===== src/logic/sps_map.svh =====
// constant map for the sample pump sequencer
`ifndef SPS_MAP_SVH
`define SPS_MAP_SVH
`define SPS_CLK_PERIOD_NS 100
`define SPS_MAIN_CRYSTAL_HZ 4608000
`define SPS_RELAY_SETTLE_NS 20000
`define SPS_COUNTS_PER_REV 16
`define SPS_PURGE_REVS 4
`define SPS_COMP_SHIFT 2
`define SPS_COUNT_W 16
`define SPS_POS_W 8
`define SPS_STATE_IDLE 4'h0
`define SPS_STATE_SETTLE_REV1 4'h1
`define SPS_STATE_PURGE1 4'h2
`define SPS_STATE_SETTLE_FWD 4'h3
`define SPS_STATE_FILL 4'h4
`define SPS_STATE_DELIVER 4'h5
`define SPS_STATE_SETTLE_REV2 4'h6
`define SPS_STATE_PURGE2 4'h7
`define SPS_STATE_STOP 4'h8
`endif


===== src/logic/sps_pkg.sv =====
// types for the sample pump sequencer
`default_nettype none
`include "sps_map.svh"
package sps_pkg;
    typedef enum logic [3:0] {
        SPS_IDLE = `SPS_STATE_IDLE,
        SPS_SETTLE_REV1 = `SPS_STATE_SETTLE_REV1,
        SPS_PURGE1 = `SPS_STATE_PURGE1,
        SPS_SETTLE_FWD = `SPS_STATE_SETTLE_FWD,
        SPS_FILL = `SPS_STATE_FILL,
        SPS_DELIVER = `SPS_STATE_DELIVER,
        SPS_SETTLE_REV2 = `SPS_STATE_SETTLE_REV2,
        SPS_PURGE2 = `SPS_STATE_PURGE2,
        SPS_STOP = `SPS_STATE_STOP
    } sps_state_t;
    // dir_fwd low is reverse: the relay rests in reverse
    typedef struct packed {
        logic dir_fwd;
        logic run;
    } sps_pump_drive_t;
    typedef struct packed {
        logic fwd;
        logic rev;
    } sps_dist_drive_t;
endpackage
`default_nettype wire


===== src/logic/sps_rotor_counter.sv =====
// rotor pulse and revolution counter
`timescale 1ns/10ps
`default_nettype none
`include "sps_map.svh"
module sps_rotor_counter #(
    parameter int W = `SPS_COUNT_W,
    parameter int COUNTS_PER_REV = `SPS_COUNTS_PER_REV
) (
    input wire logic ref_clk,
    input wire logic reset,
    input wire logic count_en,
    input wire logic clear,
    input wire logic rotor_pulse,
    output logic [W-1:0] pulse_count,
    output logic [W-1:0] rev_count
);
    logic pulse_d;
    logic next_pulse_d;
    logic [W-1:0] next_pulse_count;
    logic [W-1:0] next_rev_count;

    always_comb begin
        next_pulse_d = rotor_pulse;
        next_pulse_count = pulse_count;
        next_rev_count = rev_count;
        if (clear) begin
            next_pulse_count = '0;
            next_rev_count = '0;
        end else if (count_en && rotor_pulse && !pulse_d) begin
            // a fixed number of counts makes one revolution
            if (pulse_count == W'(COUNTS_PER_REV - 1)) begin
                next_pulse_count = '0;
                next_rev_count = rev_count + W'(1);
            end else begin
                next_pulse_count = pulse_count + W'(1);
            end
        end
    end

    always_ff @(posedge ref_clk or posedge reset) begin
        if (reset) begin
            pulse_d <= 1'b0;
            pulse_count <= '0;
            rev_count <= '0;
        end else begin
            pulse_d <= next_pulse_d;
            pulse_count <= next_pulse_count;
            rev_count <= next_rev_count;
        end
    end
endmodule
`default_nettype wire


===== src/logic/sps_sequencer.sv =====
// sample pump sequencer with distributor position tracking
`timescale 1ns/10ps
`default_nettype none
`include "sps_map.svh"
module sps_sequencer #(
    parameter int W = `SPS_COUNT_W,
    parameter int POS_W = `SPS_POS_W,
    parameter int COUNTS_PER_REV = `SPS_COUNTS_PER_REV,
    parameter int SETTLE_CYCLES =
        (`SPS_RELAY_SETTLE_NS + `SPS_CLK_PERIOD_NS - 1) / `SPS_CLK_PERIOD_NS,
    parameter int PURGE_REVS = `SPS_PURGE_REVS,
    parameter int COMP_SHIFT = `SPS_COMP_SHIFT
) (
    input wire logic ref_clk,
    input wire logic reset,
    input wire logic sample_request,
    input wire logic liquid_present,
    input wire logic rotor_pulse,
    input wire logic [W-1:0] volume_revs,
    input wire logic dist_move_fwd,
    input wire logic dist_move_rev,
    input wire logic dist_opto,
    output sps_pkg::sps_pump_drive_t pump_drive,
    output logic busy,
    output logic [W-1:0] fill_revs,
    output sps_pkg::sps_dist_drive_t dist_drive,
    output logic [POS_W-1:0] dist_position
);
    sps_pkg::sps_state_t state;
    sps_pkg::sps_state_t next_state;
    sps_pkg::sps_pump_drive_t next_pump_drive;
    logic next_busy;
    logic [15:0] settle_cnt;
    logic [15:0] next_settle_cnt;
    logic [W-1:0] next_fill_revs;
    logic [W-1:0] target_revs;
    logic [W-1:0] next_target_revs;
    logic [W-1:0] rev_count;
    logic rev_clear;
    sps_pkg::sps_dist_drive_t next_dist_drive;
    logic [POS_W-1:0] next_dist_position;
    logic opto_d;
    logic next_opto_d;

    // every step restarts the revolution count
    assign rev_clear = (next_state != state);

    // sensor pulses only while running, so counting is gated by run
    sps_rotor_counter #(
        .W(W),
        .COUNTS_PER_REV(COUNTS_PER_REV)
    ) u_rotor_counter (
        .ref_clk(ref_clk),
        .reset(reset),
        .count_en(pump_drive.run),
        .clear(rev_clear),
        .rotor_pulse(rotor_pulse),
        .pulse_count(),
        .rev_count(rev_count)
    );

    always_comb begin
        next_state = state;
        next_pump_drive = pump_drive;
        next_settle_cnt = settle_cnt;
        next_fill_revs = fill_revs;
        next_target_revs = target_revs;
        next_busy = 1'b1;
        case (state)
            sps_pkg::SPS_IDLE: begin
                next_busy = 1'b0;
                next_pump_drive.run = 1'b0;
                next_pump_drive.dir_fwd = 1'b0;
                if (sample_request) begin
                    next_state = sps_pkg::SPS_SETTLE_REV1;
                    next_settle_cnt = 16'(SETTLE_CYCLES - 1);
                    next_busy = 1'b1;
                end
            end
            sps_pkg::SPS_SETTLE_REV1: begin
                if (settle_cnt == 16'h0000) begin
                    next_state = sps_pkg::SPS_PURGE1;
                    next_pump_drive.run = 1'b1;
                end else begin
                    next_settle_cnt = settle_cnt - 16'h0001;
                end
            end
            sps_pkg::SPS_PURGE1: begin
                if (rev_count >= W'(PURGE_REVS)) begin
                    // power drops a cycle before the relay moves, so contacts never break current
                    next_pump_drive.run = 1'b0;
                    // one extra count: the settle time runs from the relay change, not from here
                    next_settle_cnt = 16'(SETTLE_CYCLES);
                    next_state = sps_pkg::SPS_SETTLE_FWD;
                end
            end
            sps_pkg::SPS_SETTLE_FWD: begin
                next_pump_drive.dir_fwd = 1'b1;
                if (settle_cnt == 16'h0000) begin
                    next_state = sps_pkg::SPS_FILL;
                    next_pump_drive.run = 1'b1;
                end else begin
                    next_settle_cnt = settle_cnt - 16'h0001;
                end
            end
            sps_pkg::SPS_FILL: begin
                if (liquid_present) begin
                    // longer fill means higher head; extend delivery to suit
                    next_fill_revs = rev_count;
                    next_target_revs = W'(volume_revs + (rev_count >> COMP_SHIFT));
                    next_state = sps_pkg::SPS_DELIVER;
                end
            end
            sps_pkg::SPS_DELIVER: begin
                if (rev_count >= target_revs) begin
                    next_pump_drive.run = 1'b0;
                    next_settle_cnt = 16'(SETTLE_CYCLES);
                    next_state = sps_pkg::SPS_SETTLE_REV2;
                end
            end
            sps_pkg::SPS_SETTLE_REV2: begin
                next_pump_drive.dir_fwd = 1'b0;
                if (settle_cnt == 16'h0000) begin
                    next_state = sps_pkg::SPS_PURGE2;
                    next_pump_drive.run = 1'b1;
                end else begin
                    next_settle_cnt = settle_cnt - 16'h0001;
                end
            end
            sps_pkg::SPS_PURGE2: begin
                if (rev_count >= W'(PURGE_REVS)) begin
                    next_pump_drive.run = 1'b0;
                    next_state = sps_pkg::SPS_STOP;
                end
            end
            sps_pkg::SPS_STOP: begin
                next_state = sps_pkg::SPS_IDLE;
            end
            default: begin
                next_state = sps_pkg::SPS_IDLE;
                next_pump_drive.run = 1'b0;
            end
        endcase
    end

    // ref_clk is the crystal reference that paces the whole sequence
    always_ff @(posedge ref_clk or posedge reset) begin
        if (reset) begin
            state <= sps_pkg::SPS_IDLE;
            pump_drive <= '0;
            settle_cnt <= 16'h0000;
            fill_revs <= '0;
            target_revs <= '0;
            busy <= 1'b0;
        end else begin
            state <= next_state;
            pump_drive <= next_pump_drive;
            settle_cnt <= next_settle_cnt;
            fill_revs <= next_fill_revs;
            target_revs <= next_target_revs;
            busy <= next_busy;
        end
    end

    // distributor: forward wins if both moves are asked
    always_comb begin
        next_opto_d = dist_opto;
        next_dist_drive.fwd = dist_move_fwd;
        next_dist_drive.rev = dist_move_rev & ~dist_move_fwd;
        next_dist_position = dist_position;
        if (dist_opto && !opto_d) begin
            if (dist_drive.fwd) begin
                next_dist_position = dist_position + POS_W'(1);
            end else if (dist_drive.rev) begin
                next_dist_position = dist_position - POS_W'(1);
            end
        end
    end

    always_ff @(posedge ref_clk or posedge reset) begin
        if (reset) begin
            opto_d <= 1'b0;
            dist_drive <= '0;
            dist_position <= '0;
        end else begin
            opto_d <= next_opto_d;
            dist_drive <= next_dist_drive;
            dist_position <= next_dist_position;
        end
    end

    // cycles since the last direction change, saturating
    logic [15:0] since_dir;
    logic [15:0] next_since_dir;
    always_comb begin
        next_since_dir = since_dir;
        if (pump_drive.dir_fwd != next_pump_drive.dir_fwd) begin
            next_since_dir = 16'h0000;
        end else if (since_dir != 16'hffff) begin
            next_since_dir = since_dir + 16'h0001;
        end
    end

    always_ff @(posedge ref_clk or posedge reset) begin
        if (reset) begin
            since_dir <= 16'h0000;
        end else begin
            since_dir <= next_since_dir;
        end
    end
endmodule
`default_nettype wire


===== config.mk =====
export PLATFORM = sky130hd
export DESIGN_NAME = sps_sequencer
export DESIGN_NICKNAME = d
export VERILOG_FILES = /design/src/logic/sps_pkg.sv /design/src/logic/sps_rotor_counter.sv /design/src/logic/sps_sequencer.sv
export VERILOG_INCLUDE_DIRS = /design/src /design/src/logic
export SDC_FILE = /design/constraint.sdc
export NUM_CORES = 1
export LEC_CHECK = 0
export ABC_CLOCK_PERIOD_IN_PS = 3520
export BUFFER_PORTS_ARGS = -buffer_cell sky130_fd_sc_hd__buf_4
export CAP_MARGIN = 10
export CORE_MARGIN = 3
export CORE_UTILIZATION = 35
export CTS_CLUSTER_DIAMETER = 120
export CTS_CLUSTER_SIZE = 10
export DETAILED_ROUTE_END_ITERATION = 12
export PLACE_DENSITY_LB_ADDON = 0.05
export SLEW_MARGIN = 20
export SYNTH_ARGS = -nofsm -noshare
export SYNTH_HDL_FRONTEND = slang
export SYNTH_SLANG_ARGS = --single-unit
export TNS_END_PERCENT = 10

===== constraint.sdc =====
create_clock -name ref_clk -period 3.52 [get_ports ref_clk]
set_input_delay 0.352 -clock ref_clk [delete_from_list [all_inputs] [get_ports ref_clk]]
set_output_delay 0.352 -clock ref_clk [all_outputs]
set_load 0.01 [all_outputs]

==> metrics <==
status completed; Worst Path Arrival 3.32 ns; Main synth FF type dfrtp_1; CP Max Fanout 16; HPWL after DPL 10.2 mm; vias per cell between 5 and 6; Mapped Avg Cell Area approximately 9.3 sq um; CTS tree done; Synth area leaders dfrtp_1, ha_1, nand2_1, o21ai_0, nor2_4; all-layer global routing usage 0.155; post-route ant nets 0; share of cells above drive strength 1 0.175; Num CTS Buffers 9; Final Hold Violating Endpoints 0; CP startpoint u_rotor_counter.rev_count[13]; Die W roughly 140 um; post_cts resized 0; DR pass1 iterations 4; Initial Util 0.364; pre-CTS setup slack 0.443 ns; yosys warns 0; worst hold slack 0.0833 ns; FF-to-FF path depth 9; sequential cell area fraction in the yosys report 0.405; Slew headroom 0.349; register clock-pin slew on the reported worst setup and hold paths 0.07 ns; core footprint 16800 sq um; final WL around 14 mm; startpoint class of the critical path flip-flop; RSZ-0062 raised after global routing no; boundary pin count 53; Async SR Flop Fraction 1.00; post-synth top area cell dfrtp_1; # rows 47; IO buf count 52; gr ovfl total 0; # diodes 0; # H-tree levels 3; leading cell types in the layout, fill and taps excluded dfrtp_1, nand2_1, buf_4; cell area power density between 500 and 600 nW/um^2; commonest non-fill, non-tap cell in the layout dfrtp_1; Root Buffer clkbuf_16; period utilisation layout 0.874; minimum clock period 3.08 ns; Hold-fix buffers, CTS 0; clock insertion delay at the later pin of the skew report 0.36 ns; DRT iter0 DRCs 241; setup_tns 0 ns; Die H 138 um; Layout area overhead 15.7%; CTS Sinks 99; Hold Crit Class input pin to asynchronous set/reset pin; Final WS setup between 0.4 and 0.5 ns; Leakage 3.22 nW; Data required, critical path roughly 3.8 ns; Max Cap Violations 0; Final Wtd Congestion 0.867; largest net degree at the start of global routing 52; EDFF count, synth 0; Syn Inst Count 655; Slew Limit Fails 0; postcts setup bufs 0; Placement Cell Area 6720 sq um; Worst VDD drop 0.228 mV; first-pass GRT wire length 24.6 mm; clock buffer depth 2; detailed-route via count 4750; vias in the first global route about 4800; share of Yosys cell area claimed by the top area cell type 0.405; Final Skew just over 0.008 ns; Slew @ Worst Pin 0.973 ns; Netlist cell types 64; syn_nets 721; DIE AREA 19100 sq um; initial antenna violation count 0; post-layout net count 770; critical register-to-register path startpoint u_rotor_counter.rev_count[13]; Fmax achieved 325 MHz; synthesized area between 6000 and 7000 sq um; #FFs+latches synth between 90 and 100; Crit. End Element flip-flop; Setup Crit Path Kind flip-flop to flip-flop; Final Setup Violations 0; Avg WL per Cell 15.4 um; Residual DRC 0; fin area 7080 sq um
[synthesized netlist by cell type (4+ instances only)]
library cell  instances
dfrtp_1              99
xor2_1               22
a21o_1                5
ha_1                 40
nand2b_1              7
nor2b_1               7
a31oi_1               4
nand4_1              14
nand3_1              13
clkbuf_1             10
inv_1                41
nor2_1               51
a211oi_1              4
o31ai_1               4
mux2_2               16
or3_1                 7
nor3_1               23
nor4_1               12
a21oi_1              41
buf_2                 4
o21ai_0              47
nor2_4               19
nand2_1              66
and3_1               11
o21a_1                4
xnor2_1              23
[final timing paths]
check	to	slack, ns
max reg2reg	u_rotor_counter.rev_count[12]	0.44
min	settle_cnt[12]	0.08
max in group asynchronous	u_rotor_counter.rev_count[15]	2.60
max	u_rotor_counter.rev_count[12]	0.44
min in group ref_clk	opto_d	0.11
min reg2reg	dist_position[7]	0.48
[power by group]
group | switching (W) | internal (W) | total (W) | leakage, nW
Clock | 0.000455 | 0.000782 | 0.00124 | 0.179
Combinational | 0.000655 | 0.000523 | 0.00118 | 1.73
Sequential | 0.000243 | 0.00133 | 0.00157 | 1.31
[cell families after synthesis]
kind of cell | share of synthesized area
AO/OA/AOI/OAI | 0.142
XOR/XNOR | 0.0644
adder cells (fa/ha/maj) | 0.0883
buffers and inverters | 0.0472
flip-flops | 0.405
multiplexers | 0.0344
AND/OR/NAND/NOR | 0.219
[layer usage]
layer  track usage  vias up  part of all wire
li1              -     2397                 -
met1         0.213     2277              0.49
met2         0.244       68              0.46
met3        0.0401        8             0.035
met4        0.0400        0             0.011
met5             0        -                 0
[critical path, stage by stage (launching register included)]
cell and delay (ns):
dfrtp_1 0.48, ha_1 0.35, nand4_1 0.18, or3_1 0.42
o32a_1 0.33, nand3_1 0.14, o221a_1 0.21, or2_2 0.50
buf_12 0.28, nor2_1 0.07
[per-stage QoR]
step,cells,util,power [W]
global route,928,0.421,0.00425
detailed placement,913,0.399,0.00277
floorplan,655,-,0.00246
finish,928,0.421,0.00398
global placement,913,0.399,0.00275
CTS,928,0.421,0.00403
[sequential cells by signal, indices dropped and copies added (netlist names)]
| signal | count |
|---|---|
| u_rotor_counter.pulse_d | 1 |
| dist_position | 8 |
| busy | 1 |
| dist_drive | 2 |
| settle_cnt | 16 |
| pump_drive | 2 |
| u_rotor_counter.pulse_count | 16 |
| state | 4 |
| opto_d | 1 |
| u_rotor_counter.rev_count | 16 |
| fill_revs | 16 |
| target_revs | 16 |
[cell type report]
class / count / area (sq um)
fillers: 1713 / 9740
multi-input cells: 494 / 3350
flip-flops and latches: 99 / 2480
repair buffers: 59 / 455
well taps: 220 / 275
clock buffers: 10 / 239
inverters: 41 / 156
clock inverters: 5 / 125
Power figures use the tool's default switching activity.
